--- src/verilog/fsm_pkg.sv ---
package fsm_pkg;

    // ========================================================================
    // Register map, byte addresses on the APB.
    // ========================================================================
    localparam logic [7:0] ADDR_CLOCK_CONFIG_HIGH = 8'h00;
    localparam logic [7:0] ADDR_OSCILLATOR_CONTROL = 8'h04;
    localparam logic [7:0] ADDR_PERIPHERAL_INT_ENABLE_TWO = 8'h08;
    localparam logic [7:0] ADDR_PERIPHERAL_INT_FLAGS_TWO = 8'h0C;
    localparam logic [7:0] ADDR_CONTROL_EXTRA = 8'h10;

    // ========================================================================
    // Field positions.
    // ========================================================================
    localparam int CFG_TWO_SPEED_BIT = 7;
    localparam int CFG_FAIL_MON_BIT = 6;
    localparam int CFG_MODE_LSB = 0;
    localparam int OSC_FREQ_LSB = 4;
    localparam int OSC_STATUS_BIT = 3;
    localparam int OSC_SRC_HI_BIT = 1;
    localparam int OSC_SRC_LO_BIT = 0;
    localparam int INT_FAIL_BIT = 7;
    localparam int CTL_SLEEP_WAKE_BIT = 0;

    // ========================================================================
    // Reset values.
    // ========================================================================
    localparam logic [7:0] CLOCK_CONFIG_RESET = 8'hC0;
    localparam logic [7:0] OSC_CONTROL_RESET = 8'h30;

    // ========================================================================
    // Oscillator mode codes held in the low nibble of the config register.
    // ========================================================================
    localparam logic [3:0] MODE_EXT_CLOCK = 4'h4;
    localparam logic [3:0] MODE_RES_CAP = 4'h6;

    // ========================================================================
    // Counts of cycles.
    // ========================================================================
    localparam int SAMPLE_DIVIDE = 64;
    localparam logic [5:0] SAMPLE_HALF_LAST = 6'h1F;
    localparam logic [10:0] STARTUP_COUNT = 11'h400;

    // Software-facing configuration that travels into the monitor core.
    typedef struct packed {
        logic fail_monitor_enable;
        logic two_speed_enable;
        logic skip_startup;
        logic [2:0] internal_freq_select;
    } monitor_cfg_s;

    // Status that the monitor core reports back.
    typedef struct packed {
        logic use_internal;
        logic failed;
        logic startup_done;
        logic fail_event;
    } monitor_sts_s;

    typedef enum logic [1:0] {
        ST_STARTUP = 2'b00,
        ST_RUN = 2'b01,
        ST_FAILED = 2'b11
    } monitor_state_e;

endpackage

--- src/verilog/fail_safe_clock_monitor.sv ---
// What this block does
// - Sample clock is low-frequency oscillator divided 64.
// - Monitored clock falling edge sets detector latch.
// - Sample clock rising edge clears detector latch.
// - Failure after full sample half-period without low.
// - Failure switches to internal source, sets flag.
// - Interrupt request needs flag and enable both.
// - No automatic return to failed external clock.
// - Fallback frequency comes from internal frequency select.
// - Reset or select-bit toggle clears, restarts timer.
// - Timer expiry clears failure, returns to external.
// - Flag clearable regardless of fail-safe state.
// - Detection armed only after start-up timer expires.
// - Timer runs after wake-up and every reset.
// - External-clock and RC modes skip the timer.
// - Monitor enable forces two-speed start-up on.
// - Start-up timer expires after 1024 input oscillations.
// - Monitor works only when its enable bit set.
// - Status bit one on primary, zero on internal.
`timescale 1ns/10ps
module fail_safe_clock_monitor
    import fsm_pkg::*;
(
    // Clock and reset.
    input wire logic clk,
    input wire logic rst_n,
    // APB slave.
    input wire logic psel,
    input wire logic penable,
    input wire logic pwrite,
    input wire logic [7:0] paddr,
    input wire logic [31:0] pwdata,
    output logic [31:0] prdata,
    output logic pready,
    output logic pslverr,
    // Oscillator side.
    input wire logic low_freq_tick,
    input wire logic oscillator_input,
    input wire logic wake_from_sleep,
    // System clock steering.
    output logic use_internal,
    output logic [2:0] internal_freq_select,
    output logic cpu_hold,
    output logic osc_fail_irq
);

    // ========================================================================
    // Register storage.
    // ========================================================================
    logic [7:0] cfg_q;
    logic [7:0] osc_ctl_q;
    logic osc_fail_int_enable_q;
    logic osc_fail_flag_q;
    monitor_state_e state_q;
    logic [10:0] startup_cnt_q;
    logic osc_prev_q;
    logic [2:0] fallback_freq_q;
    logic use_internal_q;
    logic cpu_hold_q;
    logic irq_q;
    logic [31:0] prdata_q;
    logic pready_q;
    logic pslverr_q;

    monitor_cfg_s cfg;
    monitor_sts_s sts;
    logic failure;
    logic bus_wr;
    logic bus_rd;
    logic src_toggle;
    logic restart;
    logic osc_fall;
    logic addr_ok;

    // ========================================================================
    // Configuration decode.
    // ========================================================================
    // Two-speed start-up is forced on whenever the monitor is enabled.
    always_comb begin
        cfg.fail_monitor_enable = cfg_q[CFG_FAIL_MON_BIT];
        cfg.two_speed_enable = cfg_q[CFG_TWO_SPEED_BIT]
                               || cfg_q[CFG_FAIL_MON_BIT];
        cfg.skip_startup = (cfg_q[3:0] == MODE_EXT_CLOCK)
                           || (cfg_q[3:0] == MODE_RES_CAP);
        cfg.internal_freq_select = osc_ctl_q[OSC_FREQ_LSB +: 3];
    end

    // ========================================================================
    // APB access.
    // ========================================================================
    // Each access completes in its second access cycle; pready is registered,
    // so the slave answers one cycle into the access phase.
    assign bus_wr = psel && penable && pwrite && !pready_q;
    assign bus_rd = psel && penable && !pwrite && !pready_q;
    assign addr_ok = (paddr == ADDR_CLOCK_CONFIG_HIGH)
                     || (paddr == ADDR_OSCILLATOR_CONTROL)
                     || (paddr == ADDR_PERIPHERAL_INT_ENABLE_TWO)
                     || (paddr == ADDR_PERIPHERAL_INT_FLAGS_TWO)
                     || (paddr == ADDR_CONTROL_EXTRA);

    // A software toggle of the upper source select bit.
    assign src_toggle = bus_wr && (paddr == ADDR_OSCILLATOR_CONTROL)
                        && (pwdata[OSC_SRC_HI_BIT]
                            != osc_ctl_q[OSC_SRC_HI_BIT]);

    // Wake-up pulse, software toggle and a write setting the wake bit of the extra control register.
    assign restart = src_toggle || wake_from_sleep
                     || (bus_wr && (paddr == ADDR_CONTROL_EXTRA)
                         && pwdata[CTL_SLEEP_WAKE_BIT]);

    // Configuration register.
    always_ff @(posedge clk or negedge rst_n) begin
        if (!rst_n) begin
            cfg_q <= CLOCK_CONFIG_RESET;
        end else if (bus_wr && paddr == ADDR_CLOCK_CONFIG_HIGH) begin
            cfg_q <= pwdata[7:0];
        end
    end

    // Oscillator control; the status bit is read-only and not stored here.
    always_ff @(posedge clk or negedge rst_n) begin
        if (!rst_n) begin
            osc_ctl_q <= OSC_CONTROL_RESET;
        end else if (bus_wr && paddr == ADDR_OSCILLATOR_CONTROL) begin
            osc_ctl_q <= pwdata[7:0] & ~(8'h01 << OSC_STATUS_BIT);
        end
    end

    // Interrupt enable.
    always_ff @(posedge clk or negedge rst_n) begin
        if (!rst_n) begin
            osc_fail_int_enable_q <= 1'b0;
        end else if (bus_wr && paddr == ADDR_PERIPHERAL_INT_ENABLE_TWO) begin
            osc_fail_int_enable_q <= pwdata[INT_FAIL_BIT];
        end
    end

    // Fail flag: set by a failure, cleared by writing zero at any time.
    // A failure in the clearing cycle wins over the clear.
    always_ff @(posedge clk or negedge rst_n) begin
        if (!rst_n) begin
            osc_fail_flag_q <= 1'b0;
        end else if (sts.fail_event) begin
            osc_fail_flag_q <= 1'b1;
        end else if (bus_wr && paddr == ADDR_PERIPHERAL_INT_FLAGS_TWO) begin
            osc_fail_flag_q <= pwdata[INT_FAIL_BIT];
        end
    end

    // Read data and bus answer; unmapped addresses answer with pslverr.
    always_ff @(posedge clk or negedge rst_n) begin
        if (!rst_n) begin
            prdata_q <= 32'h0000_0000;
            pready_q <= 1'b0;
            pslverr_q <= 1'b0;
        end else begin
            pready_q <= psel && penable && !pready_q;
            pslverr_q <= psel && penable && !pready_q && !addr_ok;
            if (bus_rd) begin
                unique case (paddr)
                    ADDR_CLOCK_CONFIG_HIGH: begin
                        prdata_q <= {24'h000000, cfg_q};
                    end
                    ADDR_OSCILLATOR_CONTROL: begin
                        prdata_q <= {24'h000000, osc_ctl_q
                            | ({7'h00, sts.startup_done && !use_internal_q}
                               << OSC_STATUS_BIT)};
                    end
                    ADDR_PERIPHERAL_INT_ENABLE_TWO: begin
                        prdata_q <= {24'h000000,
                            {osc_fail_int_enable_q, 7'h00}};
                    end
                    ADDR_PERIPHERAL_INT_FLAGS_TWO: begin
                        prdata_q <= {24'h000000, {osc_fail_flag_q, 7'h00}};
                    end
                    default: begin
                        prdata_q <= 32'h0000_0000;
                    end
                endcase
            end
        end
    end

    // ========================================================================
    // Start-up timer and fail-safe state.
    // ========================================================================
    assign osc_fall = osc_prev_q && !oscillator_input;

    // Previous level of the external clock for counting oscillations.
    always_ff @(posedge clk or negedge rst_n) begin
        if (!rst_n) begin
            osc_prev_q <= 1'b0;
        end else begin
            osc_prev_q <= oscillator_input;
        end
    end

    // Count external oscillations while in start-up; restart on demand.
    always_ff @(posedge clk or negedge rst_n) begin
        if (!rst_n) begin
            startup_cnt_q <= 11'h000;
        end else if (restart) begin
            startup_cnt_q <= 11'h000;
        end else if (state_q == ST_STARTUP && osc_fall
                     && startup_cnt_q != STARTUP_COUNT) begin
            startup_cnt_q <= startup_cnt_q + 11'h001;
        end
    end

    // State: start-up, running on the external clock, failed.
    // Only a restart leaves the failed state; it never times out alone.
    always_ff @(posedge clk or negedge rst_n) begin
        if (!rst_n) begin
            state_q <= ST_STARTUP;
        end else if (restart) begin
            state_q <= ST_STARTUP;
        end else begin
            unique case (state_q)
                ST_STARTUP: begin
                    if (cfg.skip_startup
                        || startup_cnt_q == STARTUP_COUNT) begin
                        state_q <= ST_RUN;
                    end
                end
                ST_RUN: begin
                    if (failure) begin
                        state_q <= ST_FAILED;
                    end
                end
                ST_FAILED: begin
                    state_q <= ST_FAILED;
                end
                default: begin
                    state_q <= ST_STARTUP;
                end
            endcase
        end
    end

    // Status bundle seen by the register file.
    always_comb begin
        sts.failed = (state_q == ST_FAILED);
        sts.startup_done = (state_q == ST_RUN);
        sts.use_internal = (state_q != ST_RUN);
        sts.fail_event = (state_q == ST_RUN) && failure;
    end

    // Detection is armed only in the running state with the monitor on.
    fail_detector u_detector (
        .clk(clk),
        .rst_n(rst_n),
        .low_freq_tick(low_freq_tick),
        .oscillator_input(oscillator_input),
        .armed((state_q == ST_RUN)
               && cfg.fail_monitor_enable),
        .sample_rise(),
        .failure(failure)
    );

    // ========================================================================
    // Clock steering outputs.
    // ========================================================================
    // Internal source during start-up and after a failure.
    always_ff @(posedge clk or negedge rst_n) begin
        if (!rst_n) begin
            use_internal_q <= 1'b1;
        end else begin
            use_internal_q <= (state_q != ST_RUN && !restart
                               && !(state_q == ST_STARTUP
                                    && (cfg.skip_startup
                                    || startup_cnt_q == STARTUP_COUNT)))
                              || (state_q == ST_RUN && failure)
                              || restart;
        end
    end

    // The fallback frequency follows the register every cycle, so software
    // can set it up before a failure and still retune it afterwards.
    always_ff @(posedge clk or negedge rst_n) begin
        if (!rst_n) begin
            fallback_freq_q <= OSC_CONTROL_RESET[OSC_FREQ_LSB +: 3];
        end else begin
            fallback_freq_q <= cfg.internal_freq_select;
        end
    end

    // Without two-speed start-up the core waits for the timer.
    always_ff @(posedge clk or negedge rst_n) begin
        if (!rst_n) begin
            cpu_hold_q <= 1'b0;
        end else begin
            cpu_hold_q <= (state_q == ST_STARTUP) && !cfg.two_speed_enable
                          && !cfg.skip_startup;
        end
    end

    // Interrupt request needs both flag and enable.
    always_ff @(posedge clk or negedge rst_n) begin
        if (!rst_n) begin
            irq_q <= 1'b0;
        end else begin
            irq_q <= osc_fail_flag_q && osc_fail_int_enable_q;
        end
    end

    assign use_internal = use_internal_q;
    assign internal_freq_select = fallback_freq_q;
    assign cpu_hold = cpu_hold_q;
    assign osc_fail_irq = irq_q;
    assign prdata = prdata_q;
    assign pready = pready_q;
    assign pslverr = pslverr_q;

endmodule // fail_safe_clock_monitor

--- src/verilog/fail_detector.sv ---
`timescale 1ns/10ps
module fail_detector
    import fsm_pkg::*;
(
    // Clock and reset.
    input wire logic clk,
    input wire logic rst_n,
    // Low-frequency oscillator tick and monitored clock level.
    input wire logic low_freq_tick,
    input wire logic oscillator_input,
    input wire logic armed,
    // Result.
    output logic sample_rise,
    output logic failure
);

    // ========================================================================
    // Sample clock divider.
    // ========================================================================
    logic [5:0] div_q;
    logic osc_q;
    logic seen_low_q;

    // Divide the low-frequency ticks by 64 to form the sample clock.
    always_ff @(posedge clk or negedge rst_n) begin
        if (!rst_n) begin
            div_q <= 6'h00;
        end else if (low_freq_tick) begin
            div_q <= div_q + 6'h01;
        end
    end

    // Rising edge of the sample clock: wrap to zero; half period ends at 31.
    assign sample_rise = low_freq_tick && (div_q == 6'h3F);

    // Previous level of the monitored clock for falling edge detection.
    always_ff @(posedge clk or negedge rst_n) begin
        if (!rst_n) begin
            osc_q <= 1'b0;
        end else begin
            osc_q <= oscillator_input;
        end
    end

    // The latch: set on a falling edge, cleared on a sample rising edge.
    // Set wins so that an edge in the clearing cycle is never lost.
    always_ff @(posedge clk or negedge rst_n) begin
        if (!rst_n) begin
            seen_low_q <= 1'b0;
        end else if (osc_q && !oscillator_input) begin
            seen_low_q <= 1'b1;
        end else if (sample_rise) begin
            seen_low_q <= 1'b0;
        end
    end

    // A whole high half of the sample clock without a falling edge fails.
    assign failure = armed && low_freq_tick && (div_q == SAMPLE_HALF_LAST)
        && !seen_low_q && !(osc_q && !oscillator_input);

endmodule // fail_detector

--- config.mk ---
export PLATFORM = sky130hd
export DESIGN_NAME = fail_safe_clock_monitor
export DESIGN_NICKNAME = d
export VERILOG_FILES = /design/src/verilog/fsm_pkg.sv /design/src/verilog/fail_safe_clock_monitor.sv /design/src/verilog/fail_detector.sv
export SDC_FILE = /design/constraint.sdc
export NUM_CORES = 1
export LEC_CHECK = 0
export BUFFER_PORTS_ARGS = -buffer_cell sky130_fd_sc_hd__buf_2
export CORE_MARGIN = 3
export CORE_UTILIZATION = 45
export DETAILED_ROUTE_END_ITERATION = 8
export PLACE_DENSITY = 0.77
export SYNTH_ARGS = -nofsm -noshare
export SYNTH_HDL_FRONTEND = slang
export SYNTH_HIERARCHICAL = 1
export SYNTH_SLANG_ARGS = --single-unit
--- constraint.sdc ---
create_clock -name clk -period 2.2 [get_ports clk]
set_clock_uncertainty 0.15 [all_clocks]
set_input_delay 0.33 -clock clk [delete_from_list [all_inputs] [get_ports clk]]
set_output_delay 0.33 -clock clk [all_outputs]
set_load 0.02 [all_outputs]
==> qor.csv, run 1 <==
stage,metric,value,unit
clock_tree,root buffer selected by CTS,clkbuf_8,
sta,Sum Neg Setup Slack,0,ns
clock_tree,Num CTS Buffers,5,
die,die width,83.6,um
power_and_ir_drop,Peak VDD IR,259,uV
worst_setup_path,Setup crit end kind,flip-flop,
sta,Slew HR,54.8,%
final_layout,ratio of cells with drive above 1 in the final layout,32.2,%
placed_design,Port Buffers,39,
die,Die ar.,6980,sq um
worst_setup_path,CP max stage delay,0.60,ns
worst_setup_path,Reg-to-Reg Start,state_q[1]$_DFFE_PN0P_,
routing,Total Routed Length,4.87,mm
global_routing,gr usage total,14.0,%
die,starting density of the core,47.7,%
routing,Remaining DRCs,0,
worst_setup_path,"Arr. time, crit path",2.11,ns
clock_tree,Setup Buffers After CTS,0,
sta,final setup fails,0,
clock_tree,hold-fix buffers at CTS,0,
clock_tree,clk sinks,55,
routing,Starting DRT DRC Count,121,
worst_hold_path,Hold Path Class,input port to asynchronous set/reset pin,
flow_run,# Max-Cap Violations,0,
power_and_ir_drop,pwr dens,646,nW/um^2
synthesis,post-synthesis average cell area,11.3,sq um
clock_tree,clock buffer depth,2,
clock_tree,Clock Latency Late Sink,0.32,ns
synthesis,post-synthesis instance total,239,
die,I/O pin cnt,88,
routing,DRT Pass-1 Iters,4,
final_layout,"commonest non-fill, non-tap cell in the layout",dfrtp_1,
run_status,failing checks,hold timing,
synthesis,synthesized area,2710,sq um
sta,Tcrit/Tclk final,92.1,%
die,row count,27,
global_routing,global route overflow,0,
final_layout,fillers,533,
final_layout,area of the multi-input gates,1170,sq um
final_layout,Post-Route Utilization,53.7,%
global_routing,initial antenna violation count,0,
routing,Final ANT Viol Nets,0,
worst_setup_path,flop2flop setup slack,0.17,ns
placed_design,GP Congestion,0.828,
die,core area,5680,sq um
final_layout,diode count,0,
global_routing,vias in the first global route,1738,
worst_setup_path,r2r endpoint,startup_cnt_q[9]$_DFFE_PN0P_,
sta,max-slew violation count,0,
routing,DR WL/cell,13.5,um
worst_setup_path,"Critical Path, Cell by Cell",or4b_1 -> or4_4 -> a211oi_2,
global_routing,global-route wire length before repair,7.98,mm
clock_tree,"Reg clk slew, reported paths",0.11,ns
worst_setup_path,critical path peak fanout,7,
clock_tree,H-tree depth,2,
placed_design,hpwl dp,3.58,mm
routing,vias per cell,5.09,
sta,WHS,-0.0199,ns
final_layout,"commonest cells after routing, fill and taps aside","dfrtp_1, buf_2, conb_1",
worst_setup_path,Required @ worst endpoint,2.28,ns
sta,unrepaired setup endpoints after global routing,no,
clock_tree,CTS tree,done,
worst_setup_path,crit path buf inv count,0,
final_layout,area grow syn2layout,12.7,%
routing,vias,1836,
worst_setup_path,"delay-heaviest family, CP",simple AND/OR/NAND/NOR gates,
sta,Final min period,2.03,ns
sta,Slew @ Worst Pin,0.678,ns
worst_setup_path,Register-to-Register Path Depth,3,
worst_setup_path,Slowest cell on crit path,or4b_1,
worst_setup_path,crit path kind,flip-flop to flip-flop,
power_and_ir_drop,P_leak,1.45,nW
final_layout,FF+latch area,1390,sq um
synthesis,synth warn,6,
clock_tree,post_cts resized,0,
run_status,status,"complete, but fails checks",
worst_setup_path,CP startpoint kind,flip-flop,
final_layout,"Net count, final",339,
die,die height,83.6,um
sta,fmax,493,MHz
global_routing,largest net degree at the start of global routing,56,
sta,final hold violations,36,
## cell type report
| cell class | count | area share, % |
|---|---|---|
| Inverter | 6 | 0.738 |
| Tap cell | 72 | 2.95 |
| Clock buffer | 5 | 2.26 |
| Clock inverter | 3 | 0.902 |
| Multi-Input combinational cell | 170 | 38.2 |
| Timing Repair Buffer | 50 | 9.52 |
| Sequential cell | 55 | 45.4 |
## per-layer routing
| metal | share of wire (%) | routed length (um) | GRT usage [%] |
|---|---|---|---|
| met1 | 44 | 2140 | 18.2 |
| met2 | 50 | 2430 | 23.1 |
| met3 | 5.4 | 263 | 3.95 |
| met4 | 0.72 | 35 | 3.95 |
| met5 | 0 | 0 | 0 |
## flip-flops by register name, indices dropped and copies added (netlist names)
signal	cells
startup_cnt_q	11
cfg_q	8
prdata	8
osc_ctl_q	7
u_detector/div_q	6
internal_freq_select	3
state_q	2
cpu_hold	1
osc_fail_flag_q	1
osc_fail_int_enable_q	1
osc_fail_irq	1
osc_prev_q	1
pready	1
pslverr	1
u_detector/osc_q	1
u_detector/seen_low_q	1
use_internal	1
## how the worst max path moves through the flow
stage | from | to | slack [ns] | cells past startpoint
5_1_grt | state_q[1]$_DFFE_PN0P_ | startup_cnt_q[2]$_DFFE_PN0P_ | 0.07 | 4
4_1_cts | state_q[1]$_DFFE_PN0P_ | startup_cnt_q[9]$_DFFE_PN0P_ | 0.17 | 3
3_3_place_gp | paddr[1] | prdata[4]$_DFFE_PN0P_ | 0.05 | 5
3_5_place_dp | paddr[1] | prdata[5]$_DFFE_PN0P_ | 0.04 | 5
6_report | state_q[1]$_DFFE_PN0P_ | startup_cnt_q[9]$_DFFE_PN0P_ | 0.17 | 3
2_1_floorplan | paddr[1] | startup_cnt_q[0]$_DFFE_PN0P_ | 0.13 | 5
## power breakdown
group          total, mW  internal, mW  switching [mW]
combinational      0.253         0.107           0.146
sequential          1.14          1.08          0.0596
clock              0.576         0.234           0.342
## through the flow
step / cells / hold slack [ns] / worst slack (ns) / total power, mW / instance area [sq um]
detailed placement: 353 / 0.214 / 0.0355 / 1.42 / 2950
CTS: 361 / 0.000268 / 0.172 / 2.00 / 3050
global placement: 353 / 0.214 / 0.0546 / 1.40 / 2950
floorplan: 262 / -0.116 / 0.130 / 1.36 / 2790
finish: 361 / -0.0199 / 0.173 / 1.97 / 3050
global route: 361 / 0.0191 / 0.0719 / 2.08 / 3050
Note: power is estimated with default switching activity, not from simulation.
==> run 2, diff against run 1 <==
--- a/config.mk
+++ b/config.mk
@@ -7,9 +7,10 @@
 export LEC_CHECK = 0
 export BUFFER_PORTS_ARGS = -buffer_cell sky130_fd_sc_hd__buf_2
 export CORE_MARGIN = 3
-export CORE_UTILIZATION = 45
+export CORE_UTILIZATION = 46
 export DETAILED_ROUTE_END_ITERATION = 8
-export PLACE_DENSITY = 0.77
+export HOLD_SLACK_MARGIN = 0.06
+export PLACE_DENSITY = 0.78
 export SYNTH_ARGS = -nofsm -noshare
 export SYNTH_HDL_FRONTEND = slang
 export SYNTH_HIERARCHICAL = 1
==> run 2 against run 1 <==
Net effect:
- combinational power is 4% higher
- critical endpoint unchanged
- power barely moved
- critical path type unchanged
- final area grew 1.3%
- the run now ends clean
==> qor.csv, run 2 (synthesis gave the netlist of run 1 again) <==
stage,metric,value,unit,change
run_status,status,completed,,
worst_setup_path,CP startpoint kind,flip-flop,,
clock_tree,root buffer selected by CTS,clkbuf_8,,
final_layout,diode count,0,,unchanged
global_routing,vias in the first global route,1828,,+5.2%
sta,unrepaired setup endpoints after global routing,no,,
clock_tree,clock buffer depth,2,,unchanged
placed_design,hpwl dp,3.73,mm,+4.0%
final_layout,"commonest non-fill, non-tap cell in the layout",dfrtp_1,,
clock_tree,post_cts resized,0,,unchanged
routing,max layer used,met4,,
worst_setup_path,crit path kind,flip-flop to flip-flop,,
routing,DRT Pass-1 Iters,4,,unchanged
die,die height,82.7,um,-1.0%
routing,vias,1850,,+0.76%
flow_run,# Max-Cap Violations,0,,unchanged
final_layout,ratio of cells with drive above 1 in the final layout,32.0,%,-0.22 points
worst_setup_path,Slowest cell on crit path,or4b_1,,
sta,final hold violations,0,,-100%
die,Die ar.,6840,sq um,-2.0%
power_and_ir_drop,pwr dens,638,nW/um^2,-1.3%
die,die width,82.7,um,-1.0%
worst_setup_path,"delay-heaviest family, CP",simple AND/OR/NAND/NOR gates,,
worst_setup_path,Required @ worst endpoint,2.28,ns,about the same
routing,Total Routed Length,4.98,mm,+2.2%
worst_setup_path,"Critical Path, Cell by Cell",or4b_1 -> or4_4 -> a211oi_2,,
global_routing,gr usage total,15.8,%,+1.7 points
worst_setup_path,"Arr. time, crit path",2.16,ns,+0.05 ns
sta,final setup fails,0,,unchanged
routing,DR WL/cell,13.7,um,+1.6%
clock_tree,"Reg clk slew, reported paths",0.10,ns,about the same
sta,Final min period,2.08,ns,+0.0561 ns
worst_setup_path,CP max stage delay,0.61,ns,about the same
routing,Remaining DRCs,0,,unchanged
worst_setup_path,Setup crit end kind,flip-flop,,
routing,Post-Route M1 WL,2.15,mm,+0.28%
routing,Final ANT Viol Nets,0,,unchanged
die,I/O pin cnt,88,,unchanged
final_layout,number of flip-flops under the largest register name,11,,unchanged
clock_tree,Setup Buffers After CTS,0,,unchanged
placed_design,Port Buffers,39,,unchanged
routing,met3 routed WL,241,um,-8.4%
worst_setup_path,critical path peak fanout,7,,unchanged
placed_design,placed insts,353,,unchanged
clock_tree,H-tree depth,2,,unchanged
placed_design,GP Congestion,0.844,,+2.0%
die,core area,5610,sq um,-1.2%
worst_hold_path,Hold Path Class,input port to flip-flop,,
final_layout,area grow syn2layout,14.1,%,
clock_tree,Clock Latency Late Sink,0.31,ns,about the same
sta,max-slew violation count,0,,unchanged
final_layout,"commonest cells after routing, fill and taps aside","dfrtp_1, buf_2, conb_1",,
final_layout,most flop-heavy register,startup_cnt_q,,
die,row count,27,,unchanged
clock_tree,CTS tree,done,,
die,starting density of the core,48.3,%,+0.57 points
worst_setup_path,crit path buf inv count,0,,unchanged
global_routing,initial antenna violation count,0,,unchanged
sta,fmax,480,MHz,-2.7%
clock_tree,hold-fix buffers at CTS,2,,+2
sta,Sum Neg Setup Slack,0,ns,unchanged
power_and_ir_drop,Peak VDD IR,268,uV,+3.5%
routing,metal2 WL,2.54,mm,+4.5%
final_layout,Finished Layout Cells,363,,+0.55%
global_routing,global-route wire length before repair,8.21,mm,+2.9%
clock_tree,clk sinks,55,,unchanged
global_routing,global route overflow,0,,unchanged
sta,Tcrit/Tclk final,94.7,%,+2.5 points
routing,vias per cell,5.10,,+0.21%
final_layout,"Net count, final",341,,+0.59%
global_routing,largest net degree at the start of global routing,56,,unchanged
power_and_ir_drop,P_leak,1.47,nW,+1.4%
routing,Starting DRT DRC Count,85,,-30%
clock_tree,Num CTS Buffers,5,,unchanged
run 2: cell types whose count changed in the layout (fill, tap and decap cells not counted), sizes merged:
cell         previous run  this run
dlygate4sd3             0         2
clkinvlp                1         0
inv                     7         8
run 2: power breakdown:
part / switching, mW / internal [mW]
sequential: 0.0615 / 1.08
combinational: 0.148 / 0.115
clock: 0.333 / 0.231
run 2: area by class of cell:
cell class	count	area (sq um)
clock buffers	5	68.8
inverters	6	22.5
clock inverters	3	22.5
well taps	72	90.1
flip-flops and latches	55	1390
repair buffers	52	335
multi-input cells	170	1170
fillers	485	2520
run 2: worst paths after layout:
kind	start	endpoint	slack (ns)	cells after the start
setup / recovery	state_q[1]$_DFFE_PN0P_	startup_cnt_q[9]$_DFFE_PN0P_	0.12	3
hold / removal	low_freq_tick	u_detector/div_q[0]$_DFFE_PN0P_	0.10	2
setup reg to reg	state_q[1]$_DFFE_PN0P_	startup_cnt_q[9]$_DFFE_PN0P_	0.12	3
hold reg to reg	osc_ctl_q[4]$_DFFE_PN1P_	internal_freq_select[0]$_DFF_PN1_	0.23	0
max in group asynchronous	rst_n	cfg_q[7]$_DFFE_PN1P_	1.22	3
min in group asynchronous	rst_n	startup_cnt_q[5]$_DFFE_PN0P_	0.38	3
run 2: metal layers:
metal / up-vias / global-route usage, %
li1: 897 / -
met1: 898 / 19.9
met2: 50 / 27.0
met3: 5 / 3.36
met4: 0 / 4.90
met5: - / 0
run 2: worst register-to-register path, cell delays in order (launching register included):
cell	delay, ns
dfrtp_1	0.45
or4b_1	0.62
or4_4	0.55
a211oi_2	0.23
run 2: per-stage QoR:
step           hold WS (ns)  utilization, %  power [mW]  setup slack [ns]  area [sq um]
3_5_place_dp          0.198            53.1        1.43            0.0239          2980
2_1_floorplan        -0.116               -        1.36             0.130          2790
5_1_grt              0.0965            55.1        2.07            0.0290          3090
4_1_cts              0.0921            55.1        2.00             0.119          3090
6_report              0.102            55.1        1.97             0.117          3090
3_3_place_gp          0.197            53.1        1.41            0.0367          2980
